===== config.mk =====
export PLATFORM = sky130hd
export DESIGN_NAME = charger_peak_power_option_ctrl
export DESIGN_NICKNAME = d
export VERILOG_FILES = /design/src/hdl/charger_opt_pkg.sv /design/src/hdl/pin_sync_if.sv /design/src/hdl/charger_peak_power_option_ctrl.sv /design/src/hdl/pin_sync.sv
export SDC_FILE = /design/constraint.sdc
export NUM_CORES = 1
export LEC_CHECK = 0
export BUFFER_PORTS_ARGS = -buffer_cell sky130_fd_sc_hd__clkbuf_2
export CAP_MARGIN = 30
export CORE_AREA = 4 4 131 184
export DETAILED_ROUTE_END_ITERATION = 8
export DIE_AREA = 0 0 135 188
export PLACE_DENSITY_LB_ADDON = 0.05
export RECOVER_POWER = 100
export SYNTH_ARGS = -nofsm -noshare
export SYNTH_HDL_FRONTEND = slang
export SYNTH_SLANG_ARGS = --single-unit

===== constraint.sdc =====
create_clock -name mclk -period 2.5 [get_ports mclk]
set_clock_uncertainty 0.05 [all_clocks]
set_input_delay 0.25 -clock mclk [delete_from_list [all_inputs] [get_ports mclk]]
set_output_delay 0.25 -clock mclk [all_outputs]
set_load 0.1 [all_outputs]

===== src/hdl/charger_opt_pkg.sv =====
/*
  Constants shared by the option-register control block: byte addresses,
  field positions, reset values and timing figures.
  Assumes a 40 MHz core clock; all times are derived from that rate.
*/
package charger_opt_pkg;
  localparam int MCLK_HZ = 40_000_000;
  localparam int TICK_MS = 1;
  localparam int TICK_CYCLES = MCLK_HZ / 1000 * TICK_MS;
  localparam int DEG_SHORT_US = 1;
  localparam int DEG_SHORT_CYCLES = MCLK_HZ / 1_000_000 * DEG_SHORT_US;
  localparam int DEG_MID_MS = 2;
  localparam int DEG_LONG_S = 5;
  localparam int DEG_LONG_MS = DEG_LONG_S * 1000;
  localparam int SHIP_MS = 140;
  localparam int WAKE_MIN = 30;
  localparam int WAKE_MS = WAKE_MIN * 60 * 1000;
  localparam int OVLD_MS_0 = 1;
  localparam int OVLD_MS_1 = 2;
  localparam int OVLD_MS_2 = 10;
  localparam int OVLD_MS_3 = 20;
  localparam int PERIOD_MS_0 = 5;
  localparam int PERIOD_MS_1 = 10;
  localparam int PERIOD_MS_2 = 20;
  localparam int PERIOD_MS_3 = 40;
  localparam int WAKE_CHARGE_MA = 128;

  localparam logic [7:0] ADDR_OPT1 = 8'h30;
  localparam logic [7:0] ADDR_OPT2_LO = 8'h32;
  localparam logic [7:0] ADDR_OPT2_HI = 8'h33;

  // first option register, byte 30h
  localparam int OPT1_CMP_REF = 7;
  localparam int OPT1_CMP_POL = 6;
  localparam int OPT1_COMPARATOR_FILTER_SEL = 4;
  localparam int OPT1_FORCE_OFF = 3;
  localparam int OPT1_SHIP = 1;
  localparam int OPT1_WAKE = 0;
  localparam logic [7:0] OPT1_RESET = 8'h11;

  // second option register high byte, 33h
  localparam int OPT2_OVLD_SEL = 6;
  localparam int OPT2_EN_OVS = 5;
  localparam int OPT2_EN_UND = 4;
  localparam int OPT2_OVLD_FLAG = 3;
  localparam int OPT2_RELAX_FLAG = 2;
  localparam int OPT2_PERIOD_SEL = 0;
  localparam logic [15:0] OPT2_RESET = 16'h02B7;

  // synchronised pin indices
  localparam int PIN_CMP = 0;
  localparam int PIN_ADAPTER = 1;
  localparam int PIN_BELOW = 2;
  localparam int PIN_OVS = 3;
  localparam int PIN_UND = 4;
  localparam int PIN_COUNT = 5;
  localparam logic [4:0] PIN_RESET = 5'h01;

  typedef enum logic [1:0] {PK_IDLE, PK_OVLD, PK_RELAX} pk_state_type;
endpackage : charger_opt_pkg


===== src/hdl/pin_sync_if.sv =====
/*
  Carrier between the pin synchroniser and the control core.
  Assumes raw pins are asynchronous to mclk.
*/
`timescale 1ns/10ps
interface pin_sync_if;
  logic [charger_opt_pkg::PIN_COUNT-1:0] raw;
  logic [charger_opt_pkg::PIN_COUNT-1:0] clean;
  modport sync (input raw, output clean);
  modport core (output raw, input clean);
endinterface : pin_sync_if


===== src/hdl/charger_peak_power_option_ctrl.sv =====
/*
  Option-register control: comparator forced path-off, shipping discharge,
  low-battery auto wake-up and peak power mode cycle timing.
  Assumes a byte-wide register port fed by the serial host transport, and
  analog status pins that are asynchronous to mclk.
*/
// Operation
// - filter select 11b keeps comparator on with 5 s deglitch.
// - force-off bit set plus comparator trigger turns both input switches off.
// - charger good output goes low when forced shutdown happens.
// - ship discharge bit 1 drives battery negative node discharge.
// - ship discharge bit clears itself after 140 ms.
// - wake bit and low battery apply 128 mA charge up to 30 minutes.
// - battery above minimum ends wake charge and clears wake bit.
// - overload time field selects 1, 2, 10 or 20 ms.
// - overshoot enable lets input current overshoot start peak power mode.
// - undershoot enable lets system voltage undershoot start peak power mode.
// - both peak enables zero keeps peak power mode off.
// - adapter removal clears both peak enables.
// - overload flag shows overload cycle; writing 0 leaves it.
// - relax flag shows relax cycle; writing 0 leaves it.
// - cycle period field selects 5, 10, 20 or 40 ms.
// - second option register is 16 bits at two bytes, reset 2B7h.
// - deglitch only on falling edge; 00b off, 01b 1 us, 10b 2 ms.
`timescale 1ns/10ps
module charger_peak_power_option_ctrl #(
  parameter int TICK_CYCLES = charger_opt_pkg::TICK_CYCLES,
  parameter int DEG_LONG_TICKS = charger_opt_pkg::DEG_LONG_MS,
  parameter int SHIP_TICKS = charger_opt_pkg::SHIP_MS,
  parameter int WAKE_TICKS = charger_opt_pkg::WAKE_MS
) (
  input wire logic mclk,                   // 40 MHz core clock
  input wire logic rstn,                   // synchronous reset, active low
  input wire logic wr_en,                  // register byte write strobe
  input wire logic [7:0] reg_addr,         // register byte address
  input wire logic [7:0] wr_data,          // write data byte
  output logic [7:0] rd_data,              // read data of reg_addr, one cycle later
  input wire logic comparator_out_pin,     // comparator output, low means trip
  input wire logic adapter_present,        // adapter attached
  input wire logic battery_below_minsys,   // battery under minimum system voltage
  input wire logic input_overshoot,        // input current overshoot
  input wire logic sys_undershoot,         // system voltage undershoot
  output logic input_high_switch_on,       // input high-side switch enable
  output logic output_high_switch_on,      // output high-side switch enable
  output logic charger_good_out,           // charger good indication
  output logic battery_sense_neg_node_dis, // discharge path on the negative sense node
  output logic wake_charge_on,             // apply wake-up charge current
  output logic peak_overload_on            // peak power overload phase active
);
  pin_sync_if pins ();
  assign pins.raw = {sys_undershoot, input_overshoot, battery_below_minsys,
                     adapter_present, comparator_out_pin};

  pin_sync u_sync (
    .mclk(mclk),
    .rstn(rstn),
    .pins(pins)
  );

  wire cmp_lvl = pins.clean[charger_opt_pkg::PIN_CMP];
  wire adapter_lvl = pins.clean[charger_opt_pkg::PIN_ADAPTER];
  wire below_lvl = pins.clean[charger_opt_pkg::PIN_BELOW];
  wire ovs_lvl = pins.clean[charger_opt_pkg::PIN_OVS];
  wire und_lvl = pins.clean[charger_opt_pkg::PIN_UND];

  function automatic logic [7:0] ovld_ms(input logic [1:0] sel);
    case (sel)
      2'h0: ovld_ms = 8'(charger_opt_pkg::OVLD_MS_0);
      2'h1: ovld_ms = 8'(charger_opt_pkg::OVLD_MS_1);
      2'h2: ovld_ms = 8'(charger_opt_pkg::OVLD_MS_2);
      default: ovld_ms = 8'(charger_opt_pkg::OVLD_MS_3);
    endcase
  endfunction : ovld_ms

  function automatic logic [7:0] period_ms(input logic [1:0] sel);
    case (sel)
      2'h0: period_ms = 8'(charger_opt_pkg::PERIOD_MS_0);
      2'h1: period_ms = 8'(charger_opt_pkg::PERIOD_MS_1);
      2'h2: period_ms = 8'(charger_opt_pkg::PERIOD_MS_2);
      default: period_ms = 8'(charger_opt_pkg::PERIOD_MS_3);
    endcase
  endfunction : period_ms

  // registers
  logic [7:0] opt1_ff;
  logic [15:0] opt2_ff;
  logic [7:0] nxt_opt1;
  logic [15:0] nxt_opt2;
  logic [7:0] rd_data_ff;

  wire wr_opt1 = wr_en && (reg_addr == charger_opt_pkg::ADDR_OPT1);
  wire wr_lo = wr_en && (reg_addr == charger_opt_pkg::ADDR_OPT2_LO);
  wire wr_hi = wr_en && (reg_addr == charger_opt_pkg::ADDR_OPT2_HI);

  wire [1:0] deg_sel = opt1_ff[charger_opt_pkg::OPT1_COMPARATOR_FILTER_SEL +: 2];
  wire force_off_bit = opt1_ff[charger_opt_pkg::OPT1_FORCE_OFF];
  wire ship_bit = opt1_ff[charger_opt_pkg::OPT1_SHIP];
  wire wake_bit = opt1_ff[charger_opt_pkg::OPT1_WAKE];
  wire [1:0] ovld_sel = opt2_ff[8 + charger_opt_pkg::OPT2_OVLD_SEL +: 2];
  wire en_ovs = opt2_ff[8 + charger_opt_pkg::OPT2_EN_OVS];
  wire en_und = opt2_ff[8 + charger_opt_pkg::OPT2_EN_UND];
  wire [1:0] period_sel = opt2_ff[8 + charger_opt_pkg::OPT2_PERIOD_SEL +: 2];

  // 1 ms enable tick
  logic [31:0] tick_cnt_ff;
  logic tick_ff;
  wire tick_wrap = (tick_cnt_ff == 32'(TICK_CYCLES - 1));
  always_ff @(posedge mclk) begin
    if (!rstn) begin
      tick_cnt_ff <= 32'h0000_0000;
      tick_ff <= 1'b0;
    end else begin
      tick_cnt_ff <= tick_wrap ? 32'h0000_0000 : tick_cnt_ff + 32'h0000_0001;
      tick_ff <= tick_wrap;
    end
  end

  // comparator falling-edge deglitch; rising edges pass at once
  logic [31:0] deg_cnt_ff;
  logic filt_ff;
  logic filt_d_ff;
  wire deg_fast = (deg_sel == 2'h1);
  wire [31:0] deg_limit = deg_fast ? 32'(charger_opt_pkg::DEG_SHORT_CYCLES) :
                          (deg_sel == 2'h2) ? 32'(charger_opt_pkg::DEG_MID_MS) :
                          32'(DEG_LONG_TICKS);
  wire deg_step = deg_fast | tick_ff;
  wire deg_done = (deg_cnt_ff >= deg_limit);
  always_ff @(posedge mclk) begin
    if (!rstn || deg_sel == 2'h0 || cmp_lvl) begin
      deg_cnt_ff <= 32'h0000_0000;
      filt_ff <= 1'b1;
    end else if (deg_done) begin
      filt_ff <= 1'b0;
    end else if (deg_step) begin
      deg_cnt_ff <= deg_cnt_ff + 32'h0000_0001;
    end
  end
  always_ff @(posedge mclk) begin
    filt_d_ff <= rstn ? filt_ff : 1'b1;
  end
  wire cmp_trig = filt_d_ff & ~filt_ff;

  // forced power path off latch, held until software drops the enable
  logic latch_ff;
  always_ff @(posedge mclk) begin
    if (!rstn || !force_off_bit) begin
      latch_ff <= 1'b0;
    end else if (cmp_trig) begin
      latch_ff <= 1'b1;
    end
  end
  wire shut_now = latch_ff | (cmp_trig & force_off_bit);

  // shipping discharge timer
  logic [31:0] ship_cnt_ff;
  wire ship_expire = ship_bit && tick_ff && (ship_cnt_ff == 32'(SHIP_TICKS - 1));
  always_ff @(posedge mclk) begin
    if (!rstn || !ship_bit) begin
      ship_cnt_ff <= 32'h0000_0000;
    end else if (tick_ff) begin
      ship_cnt_ff <= ship_cnt_ff + 32'h0000_0001;
    end
  end

  // auto wake-up charge timer; a full timeout stops the charge but keeps the bit
  logic [31:0] wake_cnt_ff;
  logic wake_on_ff;
  wire wake_time_left = (wake_cnt_ff < 32'(WAKE_TICKS));
  wire wake_run = wake_bit && below_lvl && wake_time_left;
  wire wake_done = wake_on_ff && !below_lvl;
  always_ff @(posedge mclk) begin
    if (!rstn || !wake_bit) begin
      wake_cnt_ff <= 32'h0000_0000;
    end else if (wake_run && tick_ff) begin
      wake_cnt_ff <= wake_cnt_ff + 32'h0000_0001;
    end
  end

  // adapter removal edge
  logic adapter_d_ff;
  always_ff @(posedge mclk) begin
    adapter_d_ff <= rstn ? adapter_lvl : 1'b0;
  end
  wire adapter_gone = adapter_d_ff & ~adapter_lvl;

  // peak power cycle
  charger_opt_pkg::pk_state_type pk_state_ff;
  charger_opt_pkg::pk_state_type nxt_pk_state;
  logic [7:0] pk_cnt_ff;
  logic [7:0] nxt_pk_cnt;
  wire pk_enabled = en_ovs | en_und;
  wire pk_trig = (en_ovs & ovs_lvl) | (en_und & und_lvl);
  wire [7:0] ovld_len = ovld_ms(ovld_sel);
  wire [7:0] period_len = period_ms(period_sel);
  wire no_relax = (ovld_len >= period_len);
  wire [7:0] pk_cnt_inc = pk_cnt_ff + 8'h01;
  wire ovld_end = tick_ff && (pk_cnt_inc >= ovld_len);
  wire period_end = tick_ff && (pk_cnt_inc >= period_len);
  wire ovld_flag_clr = wr_hi && !wr_data[charger_opt_pkg::OPT2_OVLD_FLAG];
  wire relax_flag_clr = wr_hi && !wr_data[charger_opt_pkg::OPT2_RELAX_FLAG];
  wire cycle_again = pk_trig ? 1'b1 : 1'b0;

  always_comb begin
    nxt_pk_state = pk_state_ff;
    nxt_pk_cnt = tick_ff ? pk_cnt_inc : pk_cnt_ff;
    case (pk_state_ff)
      charger_opt_pkg::PK_IDLE: begin
        nxt_pk_cnt = 8'h00;
        if (pk_trig) begin
          nxt_pk_state = charger_opt_pkg::PK_OVLD;
        end
      end
      charger_opt_pkg::PK_OVLD: begin
        if (ovld_flag_clr) begin
          nxt_pk_state = charger_opt_pkg::PK_IDLE;
        end else if (ovld_end && no_relax) begin
          nxt_pk_cnt = 8'h00;
          nxt_pk_state = cycle_again ? charger_opt_pkg::PK_OVLD : charger_opt_pkg::PK_IDLE;
        end else if (ovld_end) begin
          nxt_pk_state = charger_opt_pkg::PK_RELAX;
        end
      end
      charger_opt_pkg::PK_RELAX: begin
        if (relax_flag_clr) begin
          nxt_pk_state = charger_opt_pkg::PK_IDLE;
        end else if (period_end) begin
          nxt_pk_cnt = 8'h00;
          nxt_pk_state = cycle_again ? charger_opt_pkg::PK_OVLD : charger_opt_pkg::PK_IDLE;
        end
      end
      default: begin
        nxt_pk_state = charger_opt_pkg::PK_IDLE;
      end
    endcase
    if (!pk_enabled) begin
      nxt_pk_state = charger_opt_pkg::PK_IDLE;
    end
  end

  always_ff @(posedge mclk) begin
    if (!rstn) begin
      pk_state_ff <= charger_opt_pkg::PK_IDLE;
      pk_cnt_ff <= 8'h00;
    end else begin
      pk_state_ff <= nxt_pk_state;
      pk_cnt_ff <= nxt_pk_cnt;
    end
  end

  wire in_ovld = (pk_state_ff == charger_opt_pkg::PK_OVLD);
  wire in_relax = (pk_state_ff == charger_opt_pkg::PK_RELAX);

  // register next values; a host write wins over a hardware clear
  always_comb begin
    nxt_opt1 = opt1_ff;
    if (ship_expire) begin
      nxt_opt1[charger_opt_pkg::OPT1_SHIP] = 1'b0;
    end
    if (wake_done) begin
      nxt_opt1[charger_opt_pkg::OPT1_WAKE] = 1'b0;
    end
    if (wr_opt1) begin
      nxt_opt1 = wr_data;
    end
    nxt_opt2 = opt2_ff;
    if (adapter_gone) begin
      nxt_opt2[8 + charger_opt_pkg::OPT2_EN_OVS] = 1'b0;
      nxt_opt2[8 + charger_opt_pkg::OPT2_EN_UND] = 1'b0;
    end
    if (wr_lo) begin
      nxt_opt2[7:0] = wr_data;
    end
    if (wr_hi) begin
      nxt_opt2[15:8] = wr_data;
    end
    // the cycle flags always mirror the peak state machine
    nxt_opt2[8 + charger_opt_pkg::OPT2_OVLD_FLAG] =
      (nxt_pk_state == charger_opt_pkg::PK_OVLD);
    nxt_opt2[8 + charger_opt_pkg::OPT2_RELAX_FLAG] =
      (nxt_pk_state == charger_opt_pkg::PK_RELAX);
  end

  wire [7:0] rd_mux = (reg_addr == charger_opt_pkg::ADDR_OPT1) ? opt1_ff :
                      (reg_addr == charger_opt_pkg::ADDR_OPT2_LO) ? opt2_ff[7:0] :
                      (reg_addr == charger_opt_pkg::ADDR_OPT2_HI) ? opt2_ff[15:8] : 8'h00;

  logic in_sw_ff;
  logic good_ff;
  logic ship_out_ff;
  logic wake_out_ff;
  logic ovld_out_ff;
  always_ff @(posedge mclk) begin
    if (!rstn) begin
      opt1_ff <= charger_opt_pkg::OPT1_RESET;
      opt2_ff <= charger_opt_pkg::OPT2_RESET;
      rd_data_ff <= 8'h00;
      in_sw_ff <= 1'b0;
      good_ff <= 1'b0;
      ship_out_ff <= 1'b0;
      wake_out_ff <= 1'b0;
      wake_on_ff <= 1'b0;
      ovld_out_ff <= 1'b0;
    end else begin
      opt1_ff <= nxt_opt1;
      opt2_ff <= nxt_opt2;
      rd_data_ff <= rd_mux;
      in_sw_ff <= !shut_now;
      good_ff <= adapter_lvl && !shut_now;
      ship_out_ff <= ship_bit && !ship_expire;
      wake_out_ff <= wake_run && !wake_done;
      wake_on_ff <= wake_run;
      ovld_out_ff <= (nxt_pk_state == charger_opt_pkg::PK_OVLD);
    end
  end

  assign rd_data = rd_data_ff;
  assign input_high_switch_on = in_sw_ff;
  assign output_high_switch_on = in_sw_ff;
  assign charger_good_out = good_ff;
  assign battery_sense_neg_node_dis = ship_out_ff;
  assign wake_charge_on = wake_out_ff;
  assign peak_overload_on = ovld_out_ff;
endmodule : charger_peak_power_option_ctrl


===== src/hdl/pin_sync.sv =====
/*
  Three-stage synchroniser for the analog status pins.
  Assumes pins are asynchronous; a change is taken once stages two and three agree.
*/
`timescale 1ns/10ps
module pin_sync (
  input wire logic mclk, // core clock
  input wire logic rstn, // synchronous reset, active low
  pin_sync_if.sync pins  // raw in, clean out
);
  logic [charger_opt_pkg::PIN_COUNT-1:0] s1_ff;
  logic [charger_opt_pkg::PIN_COUNT-1:0] s2_ff;
  logic [charger_opt_pkg::PIN_COUNT-1:0] s3_ff;
  logic [charger_opt_pkg::PIN_COUNT-1:0] clean_ff;

  genvar i;
  generate
    for (i = 0; i < charger_opt_pkg::PIN_COUNT; i++) begin : g_bit
      wire agree = (s2_ff[i] == s3_ff[i]);
      always_ff @(posedge mclk) begin
        if (!rstn) begin
          s1_ff[i] <= charger_opt_pkg::PIN_RESET[i];
          s2_ff[i] <= charger_opt_pkg::PIN_RESET[i];
          s3_ff[i] <= charger_opt_pkg::PIN_RESET[i];
          clean_ff[i] <= charger_opt_pkg::PIN_RESET[i];
        end else begin
          s1_ff[i] <= pins.raw[i];
          s2_ff[i] <= s1_ff[i];
          s3_ff[i] <= s2_ff[i];
          if (agree) begin
            clean_ff[i] <= s3_ff[i];
          end
        end
      end
    end
  endgenerate

  assign pins.clean = clean_ff;
endmodule : pin_sync


==> flow_summary.yaml, run 1 <==
sta:
  finalCritPeriodShare_pct: 101
  relSlewSlack_pct: 21.3
  fin_crit_ns: 2.51
  fmax_mhz: 398
  setup_slack_ns: -0.0143
  finalSetupViolCount: 1
  final_hold_viol_count: 0
  whs_ns: 0.0230
  fin_setup_tns_ns: -0.0143
  tightestPinTransition_ns: 1.19
  drv_slew: 0
  rsz0062_at_grt: "true"
power_and_ir_drop:
  p_leak_nw: 3.92
  power.density_nw_per_um2: 568
  total_power_mw: 6.04
  worst_ir_drop_vdd_mv: 0.468
place:
  dp_worst_setup_slack_ns: -0.161
  place_congestion: 0.786
  portBuffers: 37
  hpwlAfterDp_um: 14800
  place_area_um2: 9730
synth:
  synth.yosys.seq_area_share_pct: 45.1
  ys.flop_type: "dfxtp_1"
  synth_cells: 1004
  yosys_warnings: 0
  synth_nets: 1061
  synth-edff-count: 0
  syn_area_um2: 8880
  ys_types: 62
  synth_seq_cells: 200
  async_flop_share_pct: 0
  avgSynthCellArea_um2: 8.85
drt:
  drt_pass1_iterations: 4
  ant_nets: 0
  routed_wl_um: 20700
  vias_per_cell: 5.11
  drc: 0
  drtIter0Drc: 277
  avgRoutedWirePerCell_um: 14.7
  vias: 7174
layout:
  fillers: 2237
  fin_area_um2: 10600
  multi_input_area_um2: 4870
  seqCellArea_um2: 4010
  drive_above_1_share_pct: 14.2
  final_cell_mix: "dfxtp_1 (197), nor2_1 (116), nand2_1 (86), nand3_1 (51), buf_4 (48)"
  final_nets: 1146
  syn_to_final_growth_pct: 19.7
  final_common_cell: "dfxtp_1"
grt:
  gr-total-overflow: 0
  grt_usage_pct: 16.9
  antenna_found_initial: 1
  grt_max_degree: 34
  grt_pass1_vias: 7238
  grt_pass1_wl_um: 35300
die:
  core_area_um2: 22400
  die-area_um2: 25400
  start_util_pct: 39.7
  row_count: 65
  ioPinCount: 38
  dieHeight_um: 188
  die_x_um: 135
worst_setup_path:
  cpMostUsedCell: "and3_4"
  worstPathRequired_ns: 2.78
  critical-path-top-delay-family: "simple AND/OR/NAND/NOR gates"
  critPathMaxStageDelay_ns: 0.35
  crit_fanout: 8
  critPathCaptureType: "flip-flop"
  cp.arrival_ns: 2.79
  cp-start-kind: "flip-flop"
  crit_chain: "and3_4 -> and3_4 -> xor2_1 -> ha_1 -> and2_4 -> and3_4 -> a32oi_1 -> a31o_2 -> o21ai_2 -> buf_8 -> a2111oi_4"
  critPathBufInv: 1
  critPathSlowestCell: "dfxtp_2"
  setup.worst_path.class: "reg -> reg"
clock_tree:
  htree_levels: 4
  cts.sinks: 200
  clk_pin_slew_worst_paths_ns: 0.07
  cts.path.max_buffers: 2
  clock_latency_ns: 0.44
  cts_made_buffers: 17
  cts_root_buffer: "clkbuf_16"
  cts_tree: "done"
status:
  failed_checks: "setup timing"
  status: "complete, but fails checks"
worst_hold_path:
  hold_path_class: "in -> reg"
run:
  cap_violations: 0
[cell usage after synthesis, drive strengths merged (2+ instances only)]
library cell	n	area (µm²)
nor3	25	125
o2111a	2	22.5
a31oi	4	25.0
dfxtp	200	4000
nor4b	6	67.6
o31ai	8	60.1
ha	33	413
o211a	3	30.0
o2111ai	2	17.5
o21a	5	37.5
buf	5	37.5
inv	28	105
a211oi	3	22.5
mux2i	20	200
nor3b	3	22.5
o211ai	6	45.0
and4	11	96.3
a21oi	42	210
nor2	117	442
and3	33	208
xnor2	29	254
or2	4	27.5
clkbuf	40	150
xor2	46	403
nand2b	16	100
o311ai	2	17.5
or4	8	60.1
and2	38	239
or3	19	123
nand4	29	188
nor2b	2	12.5
nand2	86	323
a2111oi	14	123
nor4	20	140
nand3	51	255
o21ai	31	155
[worst min-delay path, stage by stage]
cell      delay [ns]
clkbuf_2        0.11
nand2_1         0.05
nand3_1         0.07
[repair_timing]
action                     4_1_cts  5_1_grt
pin swaps                       21       13
setup buffers                    3        1
setup endpoints to repair       20       24
cloned                           1        0
hold buffers                     9        0
gates resized for setup         38       22
hold endpoints to repair         9        0
[report_power, final]
group / switching, mW / internal, mW
registers: 0.00924 / 3.20
clock network: 1.30 / 1.40
logic: 0.0911 / 0.0460
total: 1.40 / 4.65
[registers in the layout (all words and copies together) (netlist names), 2 cells and up]
signal,count
tick_cnt_ff,32
ship_cnt_ff,32
opt2_ff,16
u_sync.s3_ff,5
pk_cnt_ff,8
u_sync.s2_ff,5
deg_cnt_ff,32
pk_state_ff,2
opt1_ff,8
rd_data,8
wake_cnt_ff,32
u_sync.s1_ff,5
u_sync.pins.clean,5
[final cells by class]
cell class	instances	share of cell area (%)
Multi-Input combinational cell	731	45.8
Sequential cell	200	37.7
Timing Repair Buffer	111	6.65
Clock buffer	18	4.04
Tap cell	301	3.54
Clock inverter	14	1.28
Inverter	28	1.01
Antenna cell	1	0.0235
[layer usage]
layer  vias to the layer above  share of wire [%]  track usage, %
met1                      3372                 44            20.1
met5                         -                  0               0
met4                         0                1.6            5.47
met3                        24                2.4            3.57
met2                        68                 52            30.3
li1                       3710                  -               -
[final timing paths]
| path | start | slack, ns | cells past startpoint | endpoint |
|---|---|---|---|---|
| hold / removal | wr_data[1] | 0.02 | 3 | opt2_ff[9]$_SDFFE_PN1P_ |
| hold reg to reg | u_sync.s1_ff[0]$_SDFF_PN1_ | 0.37 | 1 | u_sync.s2_ff[0]$_SDFF_PN1_ |
| setup / recovery | pk_cnt_ff[1]$_SDFF_PN0_ | -0.01 | 11 | pk_cnt_ff[0]$_SDFF_PN0_ |
| setup reg to reg | pk_cnt_ff[1]$_SDFF_PN0_ | -0.01 | 11 | pk_cnt_ff[0]$_SDFF_PN0_ |
[stage by stage]
stage	utilization, %	cells
3_5_place_dp	43.5	1357
2_1_floorplan	-	1004
5_1_grt	47.5	1404
3_3_place_gp	43.5	1357
6_report	47.5	1404
4_1_cts	47.5	1402
[cells by family after synthesis]
group           synth area share [%]
compound gates                  9.72
xor+xnor                        7.40
fa+ha+maj                       4.65
buf+inv                         3.30
flops                           45.1
mux                             2.25
simple gates                    27.6
(Power assumes the default switching activity.)
==> run 2: changes to the inputs <==
--- a/config.mk
+++ b/config.mk
@@ -7,9 +7,9 @@
 export LEC_CHECK = 0
 export BUFFER_PORTS_ARGS = -buffer_cell sky130_fd_sc_hd__clkbuf_2
 export CAP_MARGIN = 30
-export CORE_AREA = 4 4 131 184
+export CORE_AREA = 2 2 129 182
 export DETAILED_ROUTE_END_ITERATION = 8
-export DIE_AREA = 0 0 135 188
+export DIE_AREA = 0 0 131 184
 export PLACE_DENSITY_LB_ADDON = 0.05
 export RECOVER_POWER = 100
 export SYNTH_ARGS = -nofsm -noshare
==> constraint.sdc (replaced) <==
create_clock -name mclk -period 2.8 [get_ports mclk]
set_clock_uncertainty 0.05 [all_clocks]
set_input_delay 0.28 -clock mclk [delete_from_list [all_inputs] [get_ports mclk]]
set_output_delay 0.28 -clock mclk [all_outputs]
set_load 0.1 [all_outputs]
==> flow_summary.yaml, run 2 (synthesized netlist as in run 1, its figures left out) <==
sta:
  relSlewSlack_pct: 3.16
  drv_slew: 0
  fmax_mhz: 376
  final_hold_viol_count: 0
  fin_crit_ns: 2.66
  finalCritPeriodShare_pct: 95.0
  tightestPinTransition_ns: 1.45
  finalSetupViolCount: 0
clock_tree:
  clock_latency_ns: 0.44
  cts_root_buffer: "clkbuf_16"
  cts_tree: "done"
  cts.sinks: 200
  cts_made_buffers: 17
  htree_levels: 4
  postCtsSetupBuffers: 0
  clk_pin_slew_worst_paths_ns: 0.07
  cts.path.max_buffers: 2
drt:
  ant_nets: 0
  vias: 6987
  routed_wl_um: 20000
  vias_per_cell: 5.12
  drt_pass1_iterations: 4
  drc: 0
  avgRoutedWirePerCell_um: 14.7
  drtIter0Drc: 350
worst_setup_path:
  worstPathRequired_ns: 3.07
  critPathLaunch: "pk_cnt_ff[0]$_SDFF_PN0_"
  critPathMaxStageDelay_ns: 0.39
  critPathCaptureType: "flip-flop"
  crit_chain: "and3_1 -> and3_1 -> xor2_1 -> ha_1 -> and2_1 -> and3_1 -> a32oi_1 -> a31o_2 -> o21ai_4 -> a2111oi_0"
  setup.worst_path.class: "reg -> reg"
  cp-start-kind: "flip-flop"
  cp.arrival_ns: 2.93
  crit_fanout: 8
  cpMostUsedCell: "and3_1"
  critPathSlowestCell: "a2111oi_0"
  r2r_start: "pk_cnt_ff[0]$_SDFF_PN0_"
grt:
  grt_max_degree: 34
  antenna_found_initial: 0
  grt_usage_pct: 17.5
  grt_pass1_vias: 6880
  grt_pass1_wl_um: 33500
  gr-total-overflow: 0
layout:
  multi_input_area_um2: 4650
  drive_above_1_share_pct: 9.40
  final_nets: 1108
  syn_to_final_growth_pct: 14.5
  final_cell_mix: "dfxtp_1 (197), nor2_1 (117), nand2_1 (86), nand3_1 (51), xor2_1 (46)"
  final_common_cell: "dfxtp_1"
  fin_area_um2: 10200
  seqCellArea_um2: 4010
  final_cells: 1365
  diodes: 0
  fillers: 2210
power_and_ir_drop:
  total_power_mw: 5.55
  clockPowerShare_pct: 46.3
  switching_share_pct: 21.8
  intPower_mw: 4.34
  combPwrFrac_pct: 2.1
  worst_ir_drop_vdd_mv: 0.441
  netSwitchingPower_mw: 1.21
  power.density_nw_per_um2: 546
  p_leak_nw: 3.77
  pwr-share-seq_pct: 51.6
die:
  ioPinCount: 38
  start_util_pct: 39.7
  core_area_um2: 22400
  dieHeight_um: 184
  row_count: 65
  die_x_um: 131
  die-area_um2: 24100
run:
  cap_violations: 0
worst_hold_path:
  hold_path_class: "in -> reg"
  min-delay-start: "wr_data[5]"
place:
  hpwlAfterDp_um: 14100
  place_inst: 1328
  place_area_um2: 9490
  place_congestion: 0.790
  portBuffers: 37
status:
  status: "complete, no violations"
-- run 2: power groups by stage --
stage	Sequential, mW	Clock, mW	Combinational (mW)
6_report	2.86	2.57	0.114
5_1_grt	2.87	2.78	0.127
4_1_cts	2.86	2.67	0.119
3_5_place_dp	2.93	0	0.113
3_3_place_gp	2.93	0	0.113
2_1_floorplan	2.94	0	0.0568
-- run 2: metrics by stage --
step	TNS [ns]	worst slack [ns]	utilization [%]	hold slack (ns)
finish	0	0.139	45.5	0.0513
global route	-0.0616	-0.0227	45.5	0.0517
CTS	0	0.00455	45.4	0.0325
detailed placement	-0.0179	-0.0179	42.5	0.349
global placement	0	0.0949	42.5	0.344
floorplan	0	0.242	-	0.331
-- run 2: worst paths after layout --
| kind | endpoint | slack [ns] | depth (start not counted) |
|---|---|---|---|
| setup / recovery | pk_cnt_ff[6]$_SDFF_PN0_ | 0.14 | 10 |
| hold / removal | opt2_ff[13]$_SDFFE_PN0P_ | 0.05 | 3 |
| setup reg to reg | pk_cnt_ff[6]$_SDFF_PN0_ | 0.14 | 10 |
| hold reg to reg | u_sync.s2_ff[0]$_SDFF_PN1_ | 0.36 | 1 |
-- run 2: routing by layer --
metal / vias to the layer above / GRT usage, % / wire [µm]
met2: 63 / 29.6 / 9840
met5: - / 0 / 0
met1: 3264 / 21.7 / 9330
met3: 25 / 3.67 / 490
li1: 3635 / - / -
met4: 0 / 6.47 / 343
-- run 2: cell type report --
| cell class | count | area share, % |
|---|---|---|
| Timing Repair Buffer | 73 | 4.12 |
| Clock buffer | 20 | 4.39 |
| Inverter | 28 | 1.03 |
| Clock inverter | 12 | 1.64 |
| Sequential cell | 200 | 39.4 |
| Tap cell | 301 | 3.70 |
| Multi-Input combinational cell | 731 | 45.7 |
-- run 2: critical path: cells and delay by family (launching register included) --
kind                       cells  cell delay [ns]
AOI/OAI and AO/OA              4             0.92
and+or+nand+nor                4             0.75
DFF                            1             0.35
adders and majority gates      1             0.34
xor gates and xnor gates       1             0.15
-- run 2: what timing repair did --
action / in CTS / in global routing
setup endpoints to repair: 2 / 14
resized for setup: 0 / 22
hold endpoints to repair: 5 / 0
pin swaps: 2 / 5
hold buffers: 5 / 0
gates cloned: 0 / 0
==> run 3: changes to the inputs <==
--- a/config.mk
+++ b/config.mk
@@ -5,11 +5,12 @@
 export SDC_FILE = /design/constraint.sdc
 export NUM_CORES = 1
 export LEC_CHECK = 0
+export ABC_AREA = 1
 export BUFFER_PORTS_ARGS = -buffer_cell sky130_fd_sc_hd__clkbuf_2
 export CAP_MARGIN = 30
-export CORE_AREA = 2 2 129 182
+export CORE_AREA = 2 2 135 190
 export DETAILED_ROUTE_END_ITERATION = 8
-export DIE_AREA = 0 0 131 184
+export DIE_AREA = 0 0 137 192
 export PLACE_DENSITY_LB_ADDON = 0.05
 export RECOVER_POWER = 100
 export SYNTH_ARGS = -nofsm -noshare
==> flow_summary.yaml, run 3 <==
clock_tree:
  cts_tree: "done"
  htree_levels: 4
  cts_root_buffer: "clkbuf_16"
  cts.sinks: 200
  cts_made_buffers: 17
  clk_pin_slew_worst_paths_ns: 0.08
  clock_latency_ns: 0.44
  cts.path.max_buffers: 2
drt:
  drtIter0Drc: 286
  vias: 8371
  wl_met2_um: 11700
  avgRoutedWirePerCell_um: 13.1
  routed_wl_um: 22500
  highest_layer: "met4"
  route.met3.wl_um: 572
  drt_pass1_iterations: 7
  ant_nets: 0
  drc: 0
  wirelength_met1_um: 9830
  vias_per_cell: 4.87
die:
  row_count: 68
  core_area_um2: 24500
  dieHeight_um: 192
  ioPinCount: 38
  die-area_um2: 26300
  start_util_pct: 39.8
  die_x_um: 137
worst_setup_path:
  critPathLaunch: "opt1_ff[4]$_SDFFE_PN1P_"
  crit_chain: "inv_1 -> ha_1 -> ha_1 -> nand2_1 -> nor3_1 -> nand3_1 -> nor3_2 -> nor2_1 -> o21ai_2 -> nand2_1 -> a21oi_1"
  crit_fanout: 10
  reg2reg_to: "deg_cnt_ff[10]$_SDFFE_PP0P_"
  critPathBufInv: 1
  critPathCaptureType: "flip-flop"
  r2r_start: "opt1_ff[4]$_SDFFE_PN1P_"
  worstPathRequired_ns: 3.10
  critPathSlowestCell: "ha_1"
  critical-path-top-delay-family: "simple AND/OR/NAND/NOR gates"
  critPathMaxStageDelay_ns: 0.36
  crit_cells: 11
  cp-start-kind: "flip-flop"
  ff2ff_setup_slack_ns: 0.42
  reg2regPathDepth: 11
  setup.worst_path.class: "reg -> reg"
  endpoint: "deg_cnt_ff[10]$_SDFFE_PP0P_"
  cp.arrival_ns: 2.68
synth:
  syn_area_um2: 9750
  synth_top_cell_area_share_pct: 41.1
  ys_top_cells_by_area: "dfxtp_1 (41%), nand2_1 (11%), inv_1 (7.4%)"
  ys_types: 48
  yosys_warnings: 0
  yosysMostFrequentCell: "nand2_1"
  avgSynthCellArea_um2: 7.22
  synth_top_area_cell: "dfxtp_1"
  synth_cells: 1350
  ys.flop_type: "dfxtp_1"
  yosys-top-cells-count: "nand2_1 (281), dfxtp_1 (200), inv_1 (191)"
  synth-edff-count: 0
  synth_nets: 1407
  async_flop_share_pct: 0
  synth.yosys.seq_area_share_pct: 41.1
  synth_seq_cells: 200
worst_hold_path:
  hold_path_class: "in -> reg"
grt:
  grt_max_degree: 58
  gr-total-overflow: 0
  grt_pass1_vias: 8059
  grt_usage_pct: 18.0
  antenna_found_initial: 0
  grt_pass1_wl_um: 38200
layout:
  fillers: 2661
  diodes: 0
  drive_above_1_share_pct: 6.84
  final_common_cell: "nand2_1"
  syn_to_final_growth_pct: 11.1
  final_cells: 1718
  final_nets: 1447
  final_cell_mix: "nand2_1 (283), dfxtp_1 (200), inv_1 (192), nor2_1 (171), a21oi_1 (81)"
sta:
  final_hold_viol_count: 0
  fin_crit_ns: 2.38
  setup_slack_ns: 0.419
  tightestPinTransition_ns: 1.20
  finalCritPeriodShare_pct: 85.0
  rsz0062_at_grt: "false"
  fmax_mhz: 420
  finalSetupViolCount: 0
  relSlewSlack_pct: 20.2
  whs_ns: 0.0410
  fin_setup_tns_ns: 0
  drv_slew: 0
status:
  status: "complete, no violations"
place:
  hpwlAfterDp_um: 16700
  place_congestion: 0.844
  place_inst: 1681
  dp_worst_setup_slack_ns: 0.416
  portBuffers: 37
power_and_ir_drop:
  p_leak_nw: 4.26
  worst_ir_drop_vdd_mv: 0.466
  power.density_nw_per_um2: 503
  total_power_mw: 5.45
run:
  cap_violations: 0
==> run 3: cell count changes in the layout (fill, tap and decap cells not counted), moves of 24 or more <==
cell | before | now
and3_1 | 32 | 1
inv_1 | 28 | 192
nand2_1 | 86 | 283
nor2_1 | 117 | 171
nand4_1 | 29 | 54
nor3_1 | 24 | 48
a21oi_1 | 41 | 81
==> run 3: worst register-to-register path, delay by kind of cell (launching register included) <==
kind / cells / cell delay [ns]
adder cells (fa/ha/maj): 2 / 0.67
AO/OA/AOI/OAI: 2 / 0.35
buffers and inverters: 1 / 0.09
AND/OR/NAND/NOR: 6 / 0.79
flip-flops: 1 / 0.34
==> run 3: logic make-up (layout without fill, tap and decap cells) <==
logic type      count (synthesis)  after routing  synth area share, %
compound gates                155            155                 9.06
buf+inv                       231            284                 9.13
simple gates                  676            676                 31.6
fa+ha+maj                      33             33                 4.23
flops                         200            200                 41.1
xor+xnor                       55             55                 4.94
==> run 3: worst min path at each step <==
| stage | cells past startpoint | end | start | slack (ns) |
|---|---|---|---|---|
| after floorplan | 2 | u_sync.s1_ff[1]$_SDFF_PN0_ | adapter_present | 0.33 |
| after global placement | 2 | u_sync.s2_ff[3]$_SDFF_PN0_ | u_sync.s1_ff[3]$_SDFF_PN0_ | 0.34 |
| after detailed placement | 2 | u_sync.s2_ff[2]$_SDFF_PN0_ | u_sync.s1_ff[2]$_SDFF_PN0_ | 0.35 |
| after CTS | 3 | opt1_ff[7]$_SDFFE_PN0P_ | wr_data[7] | 0.02 |
| after global routing | 3 | opt1_ff[7]$_SDFFE_PN0P_ | wr_data[7] | 0.05 |
| final | 3 | opt1_ff[7]$_SDFFE_PN0P_ | wr_data[7] | 0.04 |
==> run 3: through the flow <==
step / util, % / instance area (µm²)
final: 44.2 / 10800
after global routing: 44.2 / 10800
after CTS: 44.6 / 10900
after detailed placement: 41.9 / 10300
after global placement: 41.9 / 10300
after floorplan: - / 9750
==> run 3: what timing repair did <==
| item | 4_1_cts | 5_1_grt |
|---|---|---|
| buffers inserted | 0 | 0 |
| gates resized for setup | 0 | 0 |
| hold endpoints to repair | 5 | 0 |
| hold buffers | 5 | 0 |
==> run 3: cell type report <==
| type | count | area, µm² | area share [%] |
|---|---|---|---|
| flip-flops and latches | 200 | 4000 | 37.0 |
| well taps | 315 | 394 | 3.64 |
| repair buffers | 55 | 295 | 2.73 |
| clock inverters | 13 | 135 | 1.25 |
| clock buffers | 19 | 453 | 4.18 |
| multi-input cells | 919 | 4810 | 44.4 |
| inverters | 197 | 739 | 6.83 |
==> run 3: report_power, final <==
part,leakage (nW),total [mW],switching [mW],internal [mW]
sequential,1.61,2.86,0.00853,2.86
clock,0.289,2.47,1.17,1.31
combinational,2.35,0.108,0.0760,0.0321
==> run 3: layer usage <==
metal / track usage, % / up-vias
met5: 0 / -
met4: 6.15 / 0
met3: 2.80 / 26
met2: 33.3 / 94
met1: 20.8 / 3798
li1: - / 4453
